<file path="config.mk">
export PLATFORM = sky130hd
export DESIGN_NAME = tie2_top
export DESIGN_NICKNAME = d
export VERILOG_FILES = /design/src/inc/tie2_pkg.sv /design/src/tie2_top.sv
export SDC_FILE = /design/constraint.sdc
export NUM_CORES = 1
export LEC_CHECK = 0
export ABC_CLOCK_PERIOD_IN_PS = 2300
export BUFFER_PORTS_ARGS = -buffer_cell sky130_fd_sc_hd__buf_2
export CAP_MARGIN = 15
export CELL_PAD_IN_SITES_DETAIL_PLACEMENT = 0
export CELL_PAD_IN_SITES_GLOBAL_PLACEMENT = 1
export CORE_MARGIN = 10
export CORE_UTILIZATION = 40
export DETAILED_ROUTE_END_ITERATION = 6
export GPL_TIMING_DRIVEN = 0
export PLACE_DENSITY = 0.86
export SYNTH_ARGS = -nofsm -noshare
export SYNTH_HDL_FRONTEND = slang
export SYNTH_SLANG_ARGS = --single-unit
</file>
<file path="constraint.sdc">
create_clock -name CLK -period 2.3 [get_ports CLK]
set_input_delay 0.575 -clock CLK [delete_from_list [all_inputs] [get_ports CLK]]
set_output_delay 0.575 -clock CLK [all_outputs]
set_load 0.01 [all_outputs]
</file>
<file path="src/inc/tie2_pkg.sv">
// constants and types of the timer interrupt-enable and channel 2 A io-mode block
// assumes a 32-bit AXI4-Lite bus with an 8-bit byte address
package tie2_pkg;

  // ----------------------------------------------------------------
  // bus and register map
  // ----------------------------------------------------------------
  localparam int ADDR_W = 8;
  localparam int DATA_W = 32;
  localparam int NUM_CH = 3;
  localparam int IDX_LSB = 2;
  localparam int IDX_MSB = 4;
  localparam int HI_LSB = 5;
  localparam logic [2:0] ADDR_HI_ZERO = 3'h0;
  localparam logic [2:0] IDX_IEN0 = 3'h0; // irq_enable_ch0 at 0x00, ch1 0x04, ch2 0x08
  localparam logic [2:0] IDX_IOCTL = 3'h3; // ch2_io_control at 0x0c
  localparam logic [2:0] IDX_STAT0 = 3'h4; // timer_status_reg ch0 at 0x10, ch1 0x14, ch2 0x18
  localparam logic [2:0] IDX_GENA = 3'h7; // ch2_general_reg_a at 0x1c
  localparam logic [1:0] RESP_OKAY = 2'h0;
  localparam logic [1:0] RESP_SLVERR = 2'h2;

  // ----------------------------------------------------------------
  // register layouts and reset values
  // ----------------------------------------------------------------
  localparam logic [7:0] IEN_FIXED = 8'h40; // bit 6 reads 1, bit 7 reads 0
  localparam logic [7:0] IEN_MASK_CH0 = 8'h1f;
  localparam logic [7:0] IEN_MASK_CH12 = 8'h33;
  localparam logic [7:0] STAT_FIXED = 8'hc0;
  localparam logic [5:0] FLAG_MASK_CH0 = 6'h1f;
  localparam logic [5:0] FLAG_MASK_CH12 = 6'h33;
  localparam logic [5:0] FLAG_NONE = 6'h00;
  localparam logic [15:0] CNT_MAX = 16'hffff;
  localparam logic [15:0] CNT_ZERO = 16'h0000;
  localparam logic [15:0] GENA_RESET = 16'hffff;

  // select field modes
  localparam logic [1:0] MODE_OFF = 2'h0;
  localparam logic [1:0] MODE_LOW = 2'h1;
  localparam logic [1:0] MODE_HIGH = 2'h2;
  localparam logic [1:0] MODE_TOGGLE = 2'h3;
  localparam logic [1:0] CAP_RISE = 2'h0;
  localparam logic [1:0] CAP_FALL = 2'h1;

  // ----------------------------------------------------------------
  // types
  // ----------------------------------------------------------------
  typedef struct packed {
    logic sel_a_bit3; // 1 = input capture
    logic sel_a_bit2; // initial output level
    logic [1:0] mode; // sel_a_bit1, sel_a_bit0
  } tie2_sel_t;

  localparam tie2_sel_t SEL_RESET = 4'h0;

  typedef struct packed {
    logic underflow_flag;
    logic overflow_flag;
    logic gen_d_match_flag;
    logic gen_c_match_flag;
    logic gen_b_match_flag;
    logic gen_a_match_flag;
  } tie2_flags_t;

endpackage

</file>
<file path="src/tie2_top.sv">
// interrupt enables, status flags and channel 2 A io mode of a three-channel 16-bit timer
// assumes counter values and other capture/compare events come in synchronous to CLK
//
// Function
// - compare mode 01: pin goes low on each match, starting at bit 2 level
// - compare mode 10: pin goes high on each match, starting at bit 2 level
// - compare mode 11: pin toggles on each match, starting at bit 2 level
// - select 1x00: capture counter on pin rising edge, bit 2 ignored
// - select 1x01: capture counter on pin falling edge
// - select 1x1x: capture counter on both pin edges
// - three 8-bit enable registers, one per channel, reset to 40 hex
// - enable bit 7 reads 0; software writes 0
// - enable bit 6 reads 1; software writes 1
// - channels 1 and 2: bit 5 gates underflow request
// - channel 0: enable bit 5 reserved, reads 0, writes ignored
// - every channel: bit 4 gates overflow request
// - channel 0: bit 3 gates D register flag request
// - channels 1 and 2: enable bit 3 reserved, reads 0
// - channel 0: bit 2 gates C register flag request
// - channels 1 and 2: enable bit 2 reserved, reads 0
// - every channel: bit 1 gates B register flag request
// - every channel: bit 0 gates A register flag request
// - flag clears on write 0 after read as 1; write 1 keeps it
// - overflow flag sets when counter wraps from all ones to zero
// - underflow flag sets in channels 1 and 2 on wrap zero to all ones
// - match flag sets on compare equality or on capture load
//
// The placing of the registers and register access over AXI4-Lite were decided locally.
`timescale 1ns/1ps
module tie2_top (
  input wire logic CLK,
  input wire logic SRST,
  input wire logic [7:0] S_AXI_AWADDR,
  input wire logic [2:0] S_AXI_AWPROT,
  input wire logic S_AXI_AWVALID,
  output logic S_AXI_AWREADY,
  input wire logic [31:0] S_AXI_WDATA,
  input wire logic [3:0] S_AXI_WSTRB,
  input wire logic S_AXI_WVALID,
  output logic S_AXI_WREADY,
  output logic [1:0] S_AXI_BRESP,
  output logic S_AXI_BVALID,
  input wire logic S_AXI_BREADY,
  input wire logic [7:0] S_AXI_ARADDR,
  input wire logic [2:0] S_AXI_ARPROT,
  input wire logic S_AXI_ARVALID,
  output logic S_AXI_ARREADY,
  output logic [31:0] S_AXI_RDATA,
  output logic [1:0] S_AXI_RRESP,
  output logic S_AXI_RVALID,
  input wire logic S_AXI_RREADY,
  input wire logic [15:0] TIMER_COUNT0,
  input wire logic [15:0] TIMER_COUNT1,
  input wire logic [15:0] TIMER_COUNT2,
  input wire logic [3:0] CH0_GEN_EVT,
  input wire logic [1:0] CH1_GEN_EVT,
  input wire logic CH2_GEN_B_EVT,
  input wire logic CH2_PIN_A_I,
  output logic CH2_PIN_A_O,
  output logic CH2_PIN_A_OE,
  output logic [2:0] GEN_A_IRQ,
  output logic [2:0] GEN_B_IRQ,
  output logic GEN_C_IRQ,
  output logic GEN_D_IRQ,
  output logic [2:0] OVERFLOW_IRQ,
  output logic [1:0] UNDERFLOW_IRQ
);

  // ----------------------------------------------------------------
  // declarations
  // ----------------------------------------------------------------
  logic awready_ff;
  logic wready_ff;
  logic bvalid_ff;
  logic [1:0] bresp_ff;
  logic aw_hold_ff;
  logic w_hold_ff;
  logic [7:0] awaddr_ff;
  logic [31:0] wdata_ff;
  logic [3:0] wstrb_ff;
  logic arready_ff;
  logic rvalid_ff;
  logic [31:0] rdata_ff;
  logic [1:0] rresp_ff;
  logic wr_do;
  logic wr_map;
  logic [2:0] wr_idx;
  logic rd_do;
  logic rd_map;
  logic [2:0] rd_idx;
  logic [31:0] rd_data;
  logic [7:0] ien_ff [tie2_pkg::NUM_CH];
  tie2_pkg::tie2_flags_t flag_ff [tie2_pkg::NUM_CH];
  logic [5:0] armed_ff [tie2_pkg::NUM_CH];
  logic [5:0] irq_ff [tie2_pkg::NUM_CH];
  logic [15:0] cnt [tie2_pkg::NUM_CH];
  logic [15:0] cnt_prev_ff [tie2_pkg::NUM_CH];
  logic [3:0] gen_evt [tie2_pkg::NUM_CH];
  logic started_ff;
  tie2_pkg::tie2_sel_t sel_ff;
  tie2_pkg::tie2_sel_t nxt_sel;
  logic [15:0] gena_ff;
  logic pin_prev_ff;
  logic out_lvl_ff;
  logic oe_ff;
  logic pin_rise;
  logic pin_fall;
  logic cmp_match;
  logic cap_edge;
  logic ioctl_wr;

  assign cnt[0] = TIMER_COUNT0;
  assign cnt[1] = TIMER_COUNT1;
  assign cnt[2] = TIMER_COUNT2;

  // ----------------------------------------------------------------
  // axi4-lite write channel
  // ----------------------------------------------------------------
  assign wr_do = aw_hold_ff && w_hold_ff && !bvalid_ff;
  assign wr_idx = awaddr_ff[tie2_pkg::IDX_MSB:tie2_pkg::IDX_LSB];
  assign wr_map = awaddr_ff[tie2_pkg::ADDR_W-1:tie2_pkg::HI_LSB] == tie2_pkg::ADDR_HI_ZERO;

  // address and data are taken in either order, then held until the response
  always_ff @(posedge CLK) begin
    if (SRST) begin
      awready_ff <= 1'b1;
      aw_hold_ff <= 1'b0;
      awaddr_ff <= '0;
    end else if (S_AXI_AWVALID && awready_ff) begin
      awready_ff <= 1'b0;
      aw_hold_ff <= 1'b1;
      awaddr_ff <= S_AXI_AWADDR;
    end else if (wr_do) begin
      aw_hold_ff <= 1'b0;
    end else if (bvalid_ff && S_AXI_BREADY) begin
      awready_ff <= 1'b1;
    end
  end

  always_ff @(posedge CLK) begin
    if (SRST) begin
      wready_ff <= 1'b1;
      w_hold_ff <= 1'b0;
      wdata_ff <= '0;
      wstrb_ff <= '0;
    end else if (S_AXI_WVALID && wready_ff) begin
      wready_ff <= 1'b0;
      w_hold_ff <= 1'b1;
      wdata_ff <= S_AXI_WDATA;
      wstrb_ff <= S_AXI_WSTRB;
    end else if (wr_do) begin
      w_hold_ff <= 1'b0;
    end else if (bvalid_ff && S_AXI_BREADY) begin
      wready_ff <= 1'b1;
    end
  end

  // write response, slverr outside the map
  always_ff @(posedge CLK) begin
    if (SRST) begin
      bvalid_ff <= 1'b0;
      bresp_ff <= tie2_pkg::RESP_OKAY;
    end else if (wr_do) begin
      bvalid_ff <= 1'b1;
      bresp_ff <= wr_map ? tie2_pkg::RESP_OKAY : tie2_pkg::RESP_SLVERR;
    end else if (bvalid_ff && S_AXI_BREADY) begin
      bvalid_ff <= 1'b0;
    end
  end

  // ----------------------------------------------------------------
  // axi4-lite read channel
  // ----------------------------------------------------------------
  assign rd_do = S_AXI_ARVALID && arready_ff;
  assign rd_idx = S_AXI_ARADDR[tie2_pkg::IDX_MSB:tie2_pkg::IDX_LSB];
  assign rd_map = S_AXI_ARADDR[tie2_pkg::ADDR_W-1:tie2_pkg::HI_LSB] == tie2_pkg::ADDR_HI_ZERO;

  // read mux, fixed bits folded in here
  always_comb begin
    rd_data = '0;
    if (rd_map) begin
      case (rd_idx)
        tie2_pkg::IDX_IOCTL: rd_data[3:0] = sel_ff;
        tie2_pkg::IDX_GENA: rd_data[15:0] = gena_ff;
        tie2_pkg::IDX_IEN0, 3'(tie2_pkg::IDX_IEN0 + 3'h1), 3'(tie2_pkg::IDX_IEN0 + 3'h2): begin
          rd_data[7:0] = ien_ff[2'(rd_idx - tie2_pkg::IDX_IEN0)] | tie2_pkg::IEN_FIXED;
        end
        default: begin
          rd_data[7:0] = tie2_pkg::STAT_FIXED | {2'h0, flag_ff[2'(rd_idx - tie2_pkg::IDX_STAT0)]};
        end
      endcase
    end
  end

  always_ff @(posedge CLK) begin
    if (SRST) begin
      arready_ff <= 1'b1;
      rvalid_ff <= 1'b0;
      rdata_ff <= '0;
      rresp_ff <= tie2_pkg::RESP_OKAY;
    end else if (rd_do) begin
      arready_ff <= 1'b0;
      rvalid_ff <= 1'b1;
      rdata_ff <= rd_data;
      rresp_ff <= rd_map ? tie2_pkg::RESP_OKAY : tie2_pkg::RESP_SLVERR;
    end else if (rvalid_ff && S_AXI_RREADY) begin
      arready_ff <= 1'b1;
      rvalid_ff <= 1'b0;
    end
  end

  // ----------------------------------------------------------------
  // event sampling
  // ----------------------------------------------------------------
  // blocks false wraps and edges in the first cycle after reset
  always_ff @(posedge CLK) begin
    if (SRST) begin
      started_ff <= 1'b0;
      pin_prev_ff <= 1'b0;
    end else begin
      started_ff <= 1'b1;
      pin_prev_ff <= CH2_PIN_A_I;
    end
  end

  assign pin_rise = started_ff && CH2_PIN_A_I && !pin_prev_ff;
  assign pin_fall = started_ff && !CH2_PIN_A_I && pin_prev_ff;

  // compare match when the counter arrives at the register value
  assign cmp_match = !sel_ff.sel_a_bit3 && started_ff && cnt[2] == gena_ff && cnt[2] != cnt_prev_ff[2];

  // capture edge select, bit 2 not looked at
  always_comb begin
    cap_edge = 1'b0;
    if (sel_ff.sel_a_bit3) begin
      if (sel_ff.mode[1]) begin
        cap_edge = pin_rise || pin_fall;
      end else if (sel_ff.mode == tie2_pkg::CAP_FALL) begin
        cap_edge = pin_fall;
      end else begin
        cap_edge = pin_rise;
      end
    end
  end

  assign gen_evt[0] = CH0_GEN_EVT;
  assign gen_evt[1] = {2'h0, CH1_GEN_EVT};
  assign gen_evt[2] = {2'h0, CH2_GEN_B_EVT, cmp_match || cap_edge};

  // ----------------------------------------------------------------
  // channel 2 A io control, register and pin
  // ----------------------------------------------------------------
  assign ioctl_wr = wr_do && wr_map && wr_idx == tie2_pkg::IDX_IOCTL && wstrb_ff[0];
  assign nxt_sel = wdata_ff[3:0];

  always_ff @(posedge CLK) begin
    if (SRST) begin
      sel_ff <= tie2_pkg::SEL_RESET;
    end else if (ioctl_wr) begin
      sel_ff <= nxt_sel;
    end
  end

  // capture beats a bus write in the same cycle
  always_ff @(posedge CLK) begin
    if (SRST) begin
      gena_ff <= tie2_pkg::GENA_RESET;
    end else if (cap_edge) begin
      gena_ff <= cnt[2];
    end else if (wr_do && wr_map && wr_idx == tie2_pkg::IDX_GENA) begin
      if (wstrb_ff[0]) begin
        gena_ff[7:0] <= wdata_ff[7:0];
      end
      if (wstrb_ff[1]) begin
        gena_ff[15:8] <= wdata_ff[15:8];
      end
    end
  end

  // output level: initial level on select write, then per mode on match
  always_ff @(posedge CLK) begin
    if (SRST) begin
      out_lvl_ff <= 1'b0;
    end else if (ioctl_wr) begin
      out_lvl_ff <= nxt_sel.sel_a_bit2;
    end else if (cmp_match) begin
      case (sel_ff.mode)
        tie2_pkg::MODE_LOW: out_lvl_ff <= 1'b0;
        tie2_pkg::MODE_HIGH: out_lvl_ff <= 1'b1;
        tie2_pkg::MODE_TOGGLE: out_lvl_ff <= !out_lvl_ff;
        default: out_lvl_ff <= out_lvl_ff;
      endcase
    end
  end

  // pin driven only in compare mode with a non-zero mode
  always_ff @(posedge CLK) begin
    if (SRST) begin
      oe_ff <= 1'b0;
    end else begin
      oe_ff <= !sel_ff.sel_a_bit3 && sel_ff.mode != tie2_pkg::MODE_OFF;
    end
  end

  assign CH2_PIN_A_O = out_lvl_ff;
  assign CH2_PIN_A_OE = oe_ff;

  // ----------------------------------------------------------------
  // per-channel enables, flags and requests
  // ----------------------------------------------------------------
  for (genvar ch = 0; ch < tie2_pkg::NUM_CH; ch++) begin : g_ch
    localparam logic [7:0] IEN_MASK = (ch == 0) ? tie2_pkg::IEN_MASK_CH0 : tie2_pkg::IEN_MASK_CH12;
    localparam logic [5:0] FLAG_MASK = (ch == 0) ? tie2_pkg::FLAG_MASK_CH0 : tie2_pkg::FLAG_MASK_CH12;
    localparam logic [2:0] IEN_IDX = 3'(tie2_pkg::IDX_IEN0 + 3'(ch));
    localparam logic [2:0] STAT_IDX = 3'(tie2_pkg::IDX_STAT0 + 3'(ch));
    logic ovf;
    logic unf;
    logic stat_wr;
    logic stat_rd;
    logic [5:0] set;
    logic [5:0] clr;

    assign ovf = started_ff && cnt_prev_ff[ch] == tie2_pkg::CNT_MAX && cnt[ch] == tie2_pkg::CNT_ZERO;
    assign unf = started_ff && cnt_prev_ff[ch] == tie2_pkg::CNT_ZERO && cnt[ch] == tie2_pkg::CNT_MAX;
    assign set = {unf, ovf, gen_evt[ch]} & FLAG_MASK;
    assign stat_wr = wr_do && wr_map && wr_idx == STAT_IDX && wstrb_ff[0];
    assign stat_rd = rd_do && rd_map && rd_idx == STAT_IDX;
    assign clr = stat_wr ? (~wdata_ff[5:0] & armed_ff[ch]) : tie2_pkg::FLAG_NONE;

    // counter history for wrap and match detection
    always_ff @(posedge CLK) begin
      if (SRST) begin
        cnt_prev_ff[ch] <= tie2_pkg::CNT_ZERO;
      end else begin
        cnt_prev_ff[ch] <= cnt[ch];
      end
    end

    // only writable bits are stored; reserved ones read back fixed
    always_ff @(posedge CLK) begin
      if (SRST) begin
        ien_ff[ch] <= tie2_pkg::IEN_FIXED & IEN_MASK;
      end else if (wr_do && wr_map && wr_idx == IEN_IDX && wstrb_ff[0]) begin
        ien_ff[ch] <= wdata_ff[7:0] & IEN_MASK;
      end
    end

    // sticky flags, set beats clear
    always_ff @(posedge CLK) begin
      if (SRST) begin
        flag_ff[ch] <= tie2_pkg::FLAG_NONE;
      end else begin
        flag_ff[ch] <= (flag_ff[ch] & ~clr) | set;
      end
    end

    // a flag may be cleared only after it was read as 1
    always_ff @(posedge CLK) begin
      if (SRST) begin
        armed_ff[ch] <= tie2_pkg::FLAG_NONE;
      end else begin
        armed_ff[ch] <= (armed_ff[ch] & flag_ff[ch] & ~clr) | (stat_rd ? flag_ff[ch] : tie2_pkg::FLAG_NONE);
      end
    end

    // request gating, enable bits line up with flag bits
    always_ff @(posedge CLK) begin
      if (SRST) begin
        irq_ff[ch] <= tie2_pkg::FLAG_NONE;
      end else begin
        irq_ff[ch] <= flag_ff[ch] & ien_ff[ch][5:0];
      end
    end
  end

  // ----------------------------------------------------------------
  // outputs
  // ----------------------------------------------------------------
  assign S_AXI_AWREADY = awready_ff;
  assign S_AXI_WREADY = wready_ff;
  assign S_AXI_BVALID = bvalid_ff;
  assign S_AXI_BRESP = bresp_ff;
  assign S_AXI_ARREADY = arready_ff;
  assign S_AXI_RVALID = rvalid_ff;
  assign S_AXI_RDATA = rdata_ff;
  assign S_AXI_RRESP = rresp_ff;
  assign GEN_A_IRQ = {irq_ff[2][0], irq_ff[1][0], irq_ff[0][0]};
  assign GEN_B_IRQ = {irq_ff[2][1], irq_ff[1][1], irq_ff[0][1]};
  assign GEN_C_IRQ = irq_ff[0][2];
  assign GEN_D_IRQ = irq_ff[0][3];
  assign OVERFLOW_IRQ = {irq_ff[2][4], irq_ff[1][4], irq_ff[0][4]};
  assign UNDERFLOW_IRQ = {irq_ff[2][5], irq_ff[1][5]};

endmodule

</file>
Yosys cells after proc, flatten, opt, wreduce, memory -nomap -nowiden

Memories as Yosys holds them, arrays and structs flattened.
Cells that the tools add are included.

Register bits: 77
Memory bits (writable): 120
Input port bits: 121
Output and inout bits: 56
Word-level logic and storage cells: 235
Memories: 5

$add $sub $neg: 1
Equality and inequality tests: 26
Mux-type cells: 62
Bitwise operators: 40
Reductions and logical operators: 79

Memory list:

| name        | words | bits a word | read ports | clocked after memory_dff | wr ports | RTL line       | text |
|---|---|---|---|---|---|---|---|
| cnt_prev_ff | 3     | 16          | 3          | 0                        | 3        | tie2_top.sv:97 | `logic [15:0] cnt_prev_ff [tie2_pkg::NUM_CH];` |
| armed_ff    | 3     | 6           | 3          | 0                        | 3        | tie2_top.sv:94 | `logic [5:0] armed_ff [tie2_pkg::NUM_CH];` |
| flag_ff     | 3     | 6           | 4          | 0                        | 3        | tie2_top.sv:93 | `tie2_pkg::tie2_flags_t flag_ff [tie2_pkg::NUM_CH];` |
| ien_ff      | 3     | 6           | 4          | 0                        | 3        | tie2_top.sv:92 | `logic [7:0] ien_ff [tie2_pkg::NUM_CH];` |
| irq_ff      | 3     | 6           | 3          | 0                        | 3        | tie2_top.sv:95 | `logic [5:0] irq_ff [tie2_pkg::NUM_CH];` |

Operators with widths:

| kind                                          | number |
|---|---|
| 2-to-1 mux 6 bit                              | 18 |
| 2-to-1 mux 16 bit                             | 6 |
| bitwise AND 6 bit                             | 15 |
| == test 16 bit, second input constant         | 5 |
| zero test 16 bit                              | 5 |
| logical AND 1 bit                             | 45 |
| 2-to-1 mux 1 bit                              | 30 |
| OR 6 bit                                      | 5 |
| == test 3 bit, second input constant          | 8 |
| 2-to-1 mux 8 bit                              | 3 |
| inverter 6 bit                                | 4 |
| one-hot mux 4 bit (3 select lines)            | 2 |
| nonzero test 2 bit                            | 11 |
| == test 16 bit                                | 1 |
| != test 16 bit                                | 1 |
| OR 1 bit                                      | 15 |
| == test 3 x 2 -> 1 bit, second input constant | 4 |
| zero test 3 bit                               | 4 |
| AND reduction 2 bit                           | 5 |
| == test 3 x 1 -> 1 bit, second input constant | 2 |
| OR 6 x 5 -> 6 bit                             | 1 |
| zero test 1 bit                               | 5 |
| == test 2 bit, second input constant          | 2 |
| 2-to-1 mux 2 bit                              | 2 |
| 7 further kinds                               | 9 |

Depth between registers and ports, before layout

Gate-level depths: netlist (run 1).

Word-level depth: 10
Depth in mapped cells: 8
Mapped depth without buffers: 6

Worst setup path before layout (run 1)

No wires, ideal clock.

Kind: input to register
From: input port S_AXI_ARADDR[2]
To: register rdata_ff[1] (netlist: S_AXI_RDATA[1])
Setup time: 128 ps
Arrival time: 1902 ps
Required time: 2172 ps
Setup slack: 270 ps
Stages: 6
Path buffers: 2
Cell sequence: buf_2 buf_2 mux4_2 mux2_2 a22oi_1 nor2_1

Longest elaborated chain between the ends: 4
Elaborated cells between the ends (all ways): 11
Those cells by class: 1 x add/sub; 4 x eq/ne; 2 x mux; 2 x reduce/logical; 2 x memory

RTL lines:

| item                                                                 | RTL line        | text |
|---|---|---|
| start, declared                                                      | tie2_top.sv:44  | `input wire logic [7:0] S_AXI_ARADDR,` |
| subtractor 2 x 1 -> 2 bit, or another cell as far along              | tie2_top.sv:189 | `rd_data[7:0] = tie2_pkg::STAT_FIXED \| {2'h0, flag_ff[2'(rd_idx - tie2_pkg::IDX_STAT0)]};` |
| memory read (3 x 6 bit) / OR reduction 3 bit (equally long branches) | -               |  |
| one-hot mux 4 bit (3 select lines) *                                 | tie2_top.sv:182 | `case (rd_idx)` |
| 2-to-1 mux 16 bit *                                                  | tie2_top.sv:181 | `if (rd_map) begin` |
| end signal, assigned                                                 | tie2_top.sv:204 | `rdata_ff <= rd_data;` |
| end, declared                                                        | tie2_top.sv:83  | `logic [31:0] rdata_ff;` |

Mark *: on every way between the ends. The rest lies on a longest branch, timed or not.
A chain may end at the register's enable or synchronous reset.

Final worst setup path (run 1)

From: register sel_ff[0] (netlist bit)
To: register gena_ff[8]

Longest elaborated chain between the ends: 6
Elaborated cells between the ends (all ways): 8
Those cells by class: 1 x eq/ne; 4 x mux; 3 x reduce/logical

RTL lines:

| item                                 | RTL line        | text |
|---|---|---|
| start, declared                      | tie2_top.sv:100 | `tie2_pkg::tie2_sel_t sel_ff;` |
| start signal, assigned               | tie2_top.sv:258 | `sel_ff <= tie2_pkg::SEL_RESET;` |
| start signal, assigned               | tie2_top.sv:260 | `sel_ff <= nxt_sel;` |
| == test 2 x 1 -> 1 bit *             | tie2_top.sv:238 | `end else if (sel_ff.mode == tie2_pkg::CAP_FALL) begin` |
| 2-to-1 mux 1 bit *                   | tie2_top.sv:238 |  |
| 2-to-1 mux 1 bit *                   | tie2_top.sv:236 | `if (sel_ff.mode[1]) begin` |
| 2-to-1 mux 1 bit *                   | tie2_top.sv:235 | `if (sel_ff.sel_a_bit3) begin` |
| nonzero test 2 bit (no source line)  | -               |  |
| AND reduction 2 bit (no source line) | -               |  |
| end signal, assigned                 | tie2_top.sv:267 | `gena_ff <= tie2_pkg::GENA_RESET;` |
| end signal, assigned                 | tie2_top.sv:269 | `gena_ff <= cnt[2];` |
| end signal, assigned                 | tie2_top.sv:275 | `gena_ff[15:8] <= wdata_ff[15:8];` |
| end, declared                        | tie2_top.sv:102 | `logic [15:0] gena_ff;` |

Marks and branches as above.

==> flow_metrics.tcl, run 1 <==
set metrics [dict create \
    antenna_found_initial 1 \
    vias 6389 \
    finalSetupViolCount 0 \
    fmax_mhz 456.5 \
    crit_path_start "sel_ff[0]" \
    coreArea_um2 18580 \
    synth_edf_count 13 \
    cts.sinks 183 \
    cts_root_buffer "clkbuf_16" \
    hp-start "TIMER_COUNT0[14]" \
    hold_buffers 0 \
    netlist-cell-type-count 52 \
    synth_compound_area_frac 0.1026 \
    yosys.area_share.adder 0 \
    crit_arrival_ps 2470 \
    clockBufferDepth 2 \
    synth_cells 823 \
    stdcell_area_um2 9131 \
    crit_path_end_kind "flop" \
    ys_seq_elements 183 \
    die_y_um 156.9 \
    placed_area_um2 8492 \
    p_clk_frac 0.430 \
    firstDrtPassIters 7 \
    powerDensity_nw_per_um2 757.8 \
    drive_gt1_frac 0.2104 \
    ys_top_cells_by_area "dfxtp_1 (45%), nand2_1 (5.6%), edfxtp_1 (5.2%)" \
    final_hold_viol_count 0 \
    grt_pass1_wl_um 32970 \
    fin_util 0.4914 \
    io_pins 177 \
    place_inst 1201 \
    cts_tree "done" \
    syn-cell-area_um2 7500 \
    start_util 0.4036 \
    worstPathRequired_ps 2580 \
    synth_xor_xnor_area_share 0.03270 \
    grt_max_degree 18 \
    row_count 50 \
    yosys_most_used_dff "dfxtp_1" \
    swShare 0.2391 \
    drt_iter0_markers 439 \
    async_reset_ff_frac 0 \
    globalRouteOverflowTotal 0 \
    wl_per_cell_um 17.51 \
    synth_top_family_by_area "simple AND/OR/NAND/NOR gates" \
    fin_crit_ps 2191 \
    status "finished clean" \
    final_nets 1111 \
    critPathMaxFanout 10 \
    leakagePower_nw 3.847 \
    h-tree-depth 4 \
    maxSlewViolCount 0 \
    clk_latency_ps 430 \
    hp-class "primary input to flop" \
    p_seq_frac 0.488 \
    routed_wl_um 21680 \
    hold_path_depth 2 \
    yosysWarnings 0 \
    ant_nets 0 \
    cts_buffers 17 \
    path_clk_slew_ps 70 \
    grt_pass1_vias 6143 \
    synth_area_leader_cell "dfxtp_1" \
    slew_headroom 0.5060 \
    syn_avg_cell_area_um2 9.113 \
    fin_skew_ps 13.22 \
    numPortBuffers 127 \
    worstRegToRegCells 6 \
    die_w_um 156.9 \
    synthSimpleGateAreaFrac 0.2604 \
    maxCapViolations 0 \
    muxShareOfSynthArea 0.05055 \
    p_sw_w 0.001655 \
    synth_top_cell_area_share 0.4538 \
    r2r-start "sel_ff[0]" \
    gp_congestion 0.8416 \
    fin_cells 1238 \
    rsz0062_at_grt "no" \
    ys_seq_area_frac 0.5058 \
    setup_tns_ps 0 \
    dieArea_um2 24630 \
    drc 0 \
    p_int_w 0.005265 \
    cp-start-kind "flop" \
    totalPowerFinal_w 0.006920 \
    tightest_slew_ps 741.0 \
    crit_type "flop to flop" \
    dp_hpwl_um 16740 \
    area_growth_syn_to_layout_pct 21.76 \
    viasPerCell 5.161 \
    ir_drop_uv 522.7 \
    min_period_over_period 0.9525 \
    comb_power_share 0.081 \
    grtUsageTotal 0.1724 \
]
## final cells by class
type | count | area [um^2]
Tap cell | 234 | 292.8
Clock buffer | 19 | 432.9
Multi-Input combinational cell | 583 | 3422
Fill cell | 1784 | 9449
Inverter | 11 | 41.29
Buffer | 63 | 314.1
Clock inverter | 13 | 166.4
Timing Repair Buffer | 131 | 665.6
Antenna cell | 1 | 2.502
Sequential cell | 183 | 3794
## state kept, by name, indices dropped and copies added, names as in the netlist, 6 cells and up
signal       flops
armed_ff        18
awaddr_ff        6
irq_ff          13
S_AXI_RDATA     16
cnt_prev_ff     48
gena_ff         16
flag_ff         18
wdata_ff        16
ien_ff          13
## metrics by stage
stage	hold WS (ps)	setup WS [ps]
4_1_cts	348.7	138.2
3_3_place_gp	404.9	-98.53
2_1_floorplan	398.2	270.1
6_report	361.9	109.3
3_5_place_dp	414.9	-119.4
5_1_grt	358.6	8.745
## worst max-delay path: stages (launching register included)
cell,delay [ps]
dfxtp_1,450
xnor2_1,120
o21ai_2,420
clkbuf_1,440
mux2_2,390
mux2i_1,130
nand2_1,70
## power by group through the flow
| stage | registers, W | logic [W] | clock network, W |
|---|---|---|---|
| after floorplan | 0.00343 | 0.000319 | 0 |
| after global placement | 0.00345 | 0.000555 | 0 |
| after CTS | 0.00338 | 0.000560 | 0.00301 |
| after detailed placement | 0.00345 | 0.000559 | 0 |
| after global routing | 0.00339 | 0.000622 | 0.00315 |
| final | 0.00338 | 0.000563 | 0.00298 |
## layout by cell type (no fill, tap or decap), drive strengths merged, types with 3 or more instances in the layout
master,Yosys,routed
a21o,3,3
a21oi,62,62
a22oi,11,11
a32oi,3,3
and2,9,9
and3,26,26
buf,27,158
bufinv,0,3
clkbuf,36,55
clkinv,0,4
conb,1,18
dfxtp,170,170
edfxtp,13,13
inv,11,17
mux2,13,13
mux2i,12,12
mux4,5,5
nand2,112,112
nand2b,13,13
nand3,14,14
nand4,20,20
nand4b,5,5
nor2,55,55
nor2b,51,51
nor3,17,17
nor3b,5,5
nor4,20,20
nor4b,7,7
o211ai,4,4
o21ai,41,41
o22ai,3,3
or3,3,3
or4,6,6
xnor2,7,7
xor2,21,21
## synth_stat cells, drive strengths merged, types with 9 or more instances
cell and n:
clkbuf 36, and2 9, a21oi 62, nand2 112, nand3 14, mux2 13, o21ai 41, dfxtp 170
a22oi 11, inv 11, nor3 17, nand2b 13, mux2i 12, edfxtp 13, xor2 21, nor4 20
nand4 20, and3 26, buf 27, nor2 55, nor2b 51
## kinds of logic after synthesis
group / after synthesis
AOI/OAI and AO/OA: 136
xor gates and xnor gates: 28
buffers and inverters: 74
DFF: 183
muxes: 30
other: 1
and+or+nand+nor: 371
## worst paths after layout
check / endpoint / slack [ps]
min: cnt_prev_ff[0][14] / 360
max: gena_ff[8] / 110
max reg2reg: gena_ff[8] / 110
min reg2reg: flag_ff[2][3] / 420
## layer usage
| layer | GRT usage | up-vias | routed length [um] |
|---|---|---|---|
| li1 | - | 3180 | - |
| met1 | 0.2254 | 3022 | 9877 |
| met2 | 0.2745 | 167 | 10230 |
| met3 | 0.04612 | 20 | 1306 |
| met4 | 0.04719 | 0 | 267 |
| met5 | 0 | - | 0 |
## repair_timing
item,4_1_cts,5_1_grt
setup endpoints to repair,0,11
gates resized for setup,0,2
buffers inserted,0,4
endpoints found under the hold margin,0,0
Note: power is estimated with default switching activity, not from simulation.
==> run 2: changes to the inputs <==
- ABC_AREA: default -> 1
- CORE_UTILIZATION: 40 -> 39
- GPL_ROUTABILITY_DRIVEN: default -> 0
- PLACE_DENSITY: 0.86 -> 0.87
==> flow_metrics.tcl, run 2 <==
set metrics [dict create \
    vias 7376 \
    critPathMaxFanout 10 \
    yosys_most_used_dff "dfxtp_1" \
    wl_per_cell_um 16.42 \
    viasPerCell 4.957 \
    coreArea_um2 19590 \
    maxCapViolations 0 \
    syn_avg_cell_area_um2 7.504 \
    fin_util 0.4860 \
    yosysMostFrequentCell "nand2_1" \
    globalRouteOverflowTotal 0 \
    maxSlewViolCount 0 \
    layout_common_cells "nand2_1 (216), dfxtp_1 (170), nor2_1 (163), buf_2 (133), inv_1 (127)" \
    largest_register "cnt_prev_ff" \
    ir_drop_uv 453.7 \
    cts.sinks 183 \
    grtUsageTotal 0.1825 \
    slowest_delay_ps 360 \
    status "finished clean" \
    ant_nets 0 \
    worstPathRequired_ps 2410 \
    grt_max_degree 17 \
    crit_path_end_kind "flop" \
    min_period_over_period 0.8238 \
    crit_arrival_ps 2010 \
    largest_reg_flops 48 \
    post_cts_resize_count 0 \
    final_hold_viol_count 0 \
    drt_iter0_markers 523 \
    ys_top_cells_by_count "nand2_1 (216), dfxtp_1 (170), nor2_1 (163), inv_1 (127), o21ai_0 (68)" \
    slew_headroom 0.5275 \
    area_growth_syn_to_layout_pct 21.43 \
    start_util 0.4003 \
    critPathMostFrequentCell "buf_2" \
    tightest_slew_ps 708.7 \
    cts_tree "done" \
    post-cts-setup-buffers 0 \
    crit_slowest_cell "buf_2" \
    routed_wl_um 24430 \
    clockBufferDepth 2 \
    hp-class "primary input to flop" \
    antenna_found_initial 1 \
    io_pins 177 \
    row_count 51 \
    firstDrtPassIters 5 \
    fin_crit_ps 1895 \
    die_w_um 161.8 \
    numPortBuffers 129 \
    syn-cell-area_um2 7841 \
    rsz0062_at_grt "no" \
    path_cells "clkbuf_1 -> inv_2 -> buf_2 -> buf_2 -> nand2_1" \
    grt_pass1_wl_um 37860 \
    cp-start-kind "primary input" \
    crit_type "primary input to flop" \
    finalSetupViolCount 0 \
    async_reset_ff_frac 0 \
    synth_cells 1045 \
    h-tree-depth 4 \
    ys_seq_area_frac 0.4838 \
    final_common_cell "nand2_1" \
    setup_tns_ps 0 \
    ys_top_cells_by_area "dfxtp_1 (43%), nand2_1 (10%), nor2_1 (7.8%)" \
    synth_edf_count 13 \
    netlist-cell-type-count 43 \
    drive_gt1_frac 0.1817 \
    fin_skew_ps 5.865 \
    clk_latency_ps 430 \
    powerDensity_nw_per_um2 750.7 \
    die_y_um 161.8 \
    fillCellCount 2030 \
    drc 0 \
    fmax_mhz 527.8 \
    top_regs "cnt_prev_ff (48), armed_ff (18), flag_ff (18)" \
    grt_pass1_vias 7243 \
    ys_seq_elements 183 \
    leakagePower_nw 4.317 \
    final_nets 1331 \
    dp_hpwl_um 19040 \
    yosysWarnings 0 \
    hold_buffers 0 \
    synth_area_leader_cell "dfxtp_1" \
    synth_top_cell_area_share 0.4340 \
    cts_buffers 17 \
    cts_root_buffer "clkbuf_16" \
    path_clk_slew_ps 60 \
    dieArea_um2 26180 \
]
[run 2: power by group]
group | total, W | internal (W) | switching (W)
Clock | 0.00308 | 0.00185 | 0.00123
Sequential | 0.00342 | 0.00333 | 0.0000853
Combinational | 0.000649 | 0.000220 | 0.000428
Total | 0.00715 | 0.00540 | 0.00175
[run 2: final cells by class]
cell class	count	area, um^2	share of cell area
Multi-Input combinational cell	698	3327	0.3494
Sequential cell	183	3794	0.3984
Buffer	47	276.5	0.02904
Timing Repair Buffer	129	645.6	0.06781
Tap cell	265	331.6	0.03482
Antenna cell	1	2.502	0.0002628
Clock inverter	8	106.4	0.01117
Inverter	134	508.0	0.05335
Clock buffer	23	530.5	0.05572
[run 2: metrics by stage]
step	power [W]	hold slack [ps]	instances	worst slack [ps]	area [um^2]
2_1_floorplan	0.003857	435.2	1062	619.9	7905
3_3_place_gp	0.004123	442.2	1456	32.67	8882
3_5_place_dp	0.004132	450.4	1456	-18.76	8882
4_1_cts	0.007185	338.3	1487	421.1	9519
5_1_grt	0.007411	352.8	1487	340.2	9519
6_report	0.007148	347.6	1488	405.2	9522
[run 2: cells by family (layout without fill, tap and decap cells)]
group                  after synthesis  in the layout  share of synthesized area
AO/OA/AOI/OAI                      169            169                     0.1270
XOR/XNOR                             5              5                   0.005586
buffers and inverters              181            341                     0.1000
flip-flops                         183            183                     0.4838
other                                1             19                  0.0004782
AND/OR/NAND/NOR                    506            506                     0.2831
[run 2: per-layer routing]
metal	GRT usage	part of all wire	vias to the layer above
met4	0.06079	0.019	0
met2	0.2883	0.44	299
met1	0.2388	0.45	3349
met5	0	0	-
met3	0.04424	0.090	29
li1	-	-	3699
[run 2: path summary, 6_finish.rpt]
check / from / to / slack [ps] / depth (start not counted)
setup / recovery: SRST / ien_ff[0][3] / 410 / 5
setup reg to reg: sel_ff[0] / gena_ff[14] / 610 / 8
hold / removal: CH1_GEN_EVT[1] / flag_ff[1][1] / 350 / 3
hold reg to reg: armed_ff[2][2] / armed_ff[2][2] / 460 / 2
[run 2: critical path: cells and delay by family]
family	cells	cell delay, ps
buffers and inverters	4	1140
AND/OR/NAND/NOR	1	290
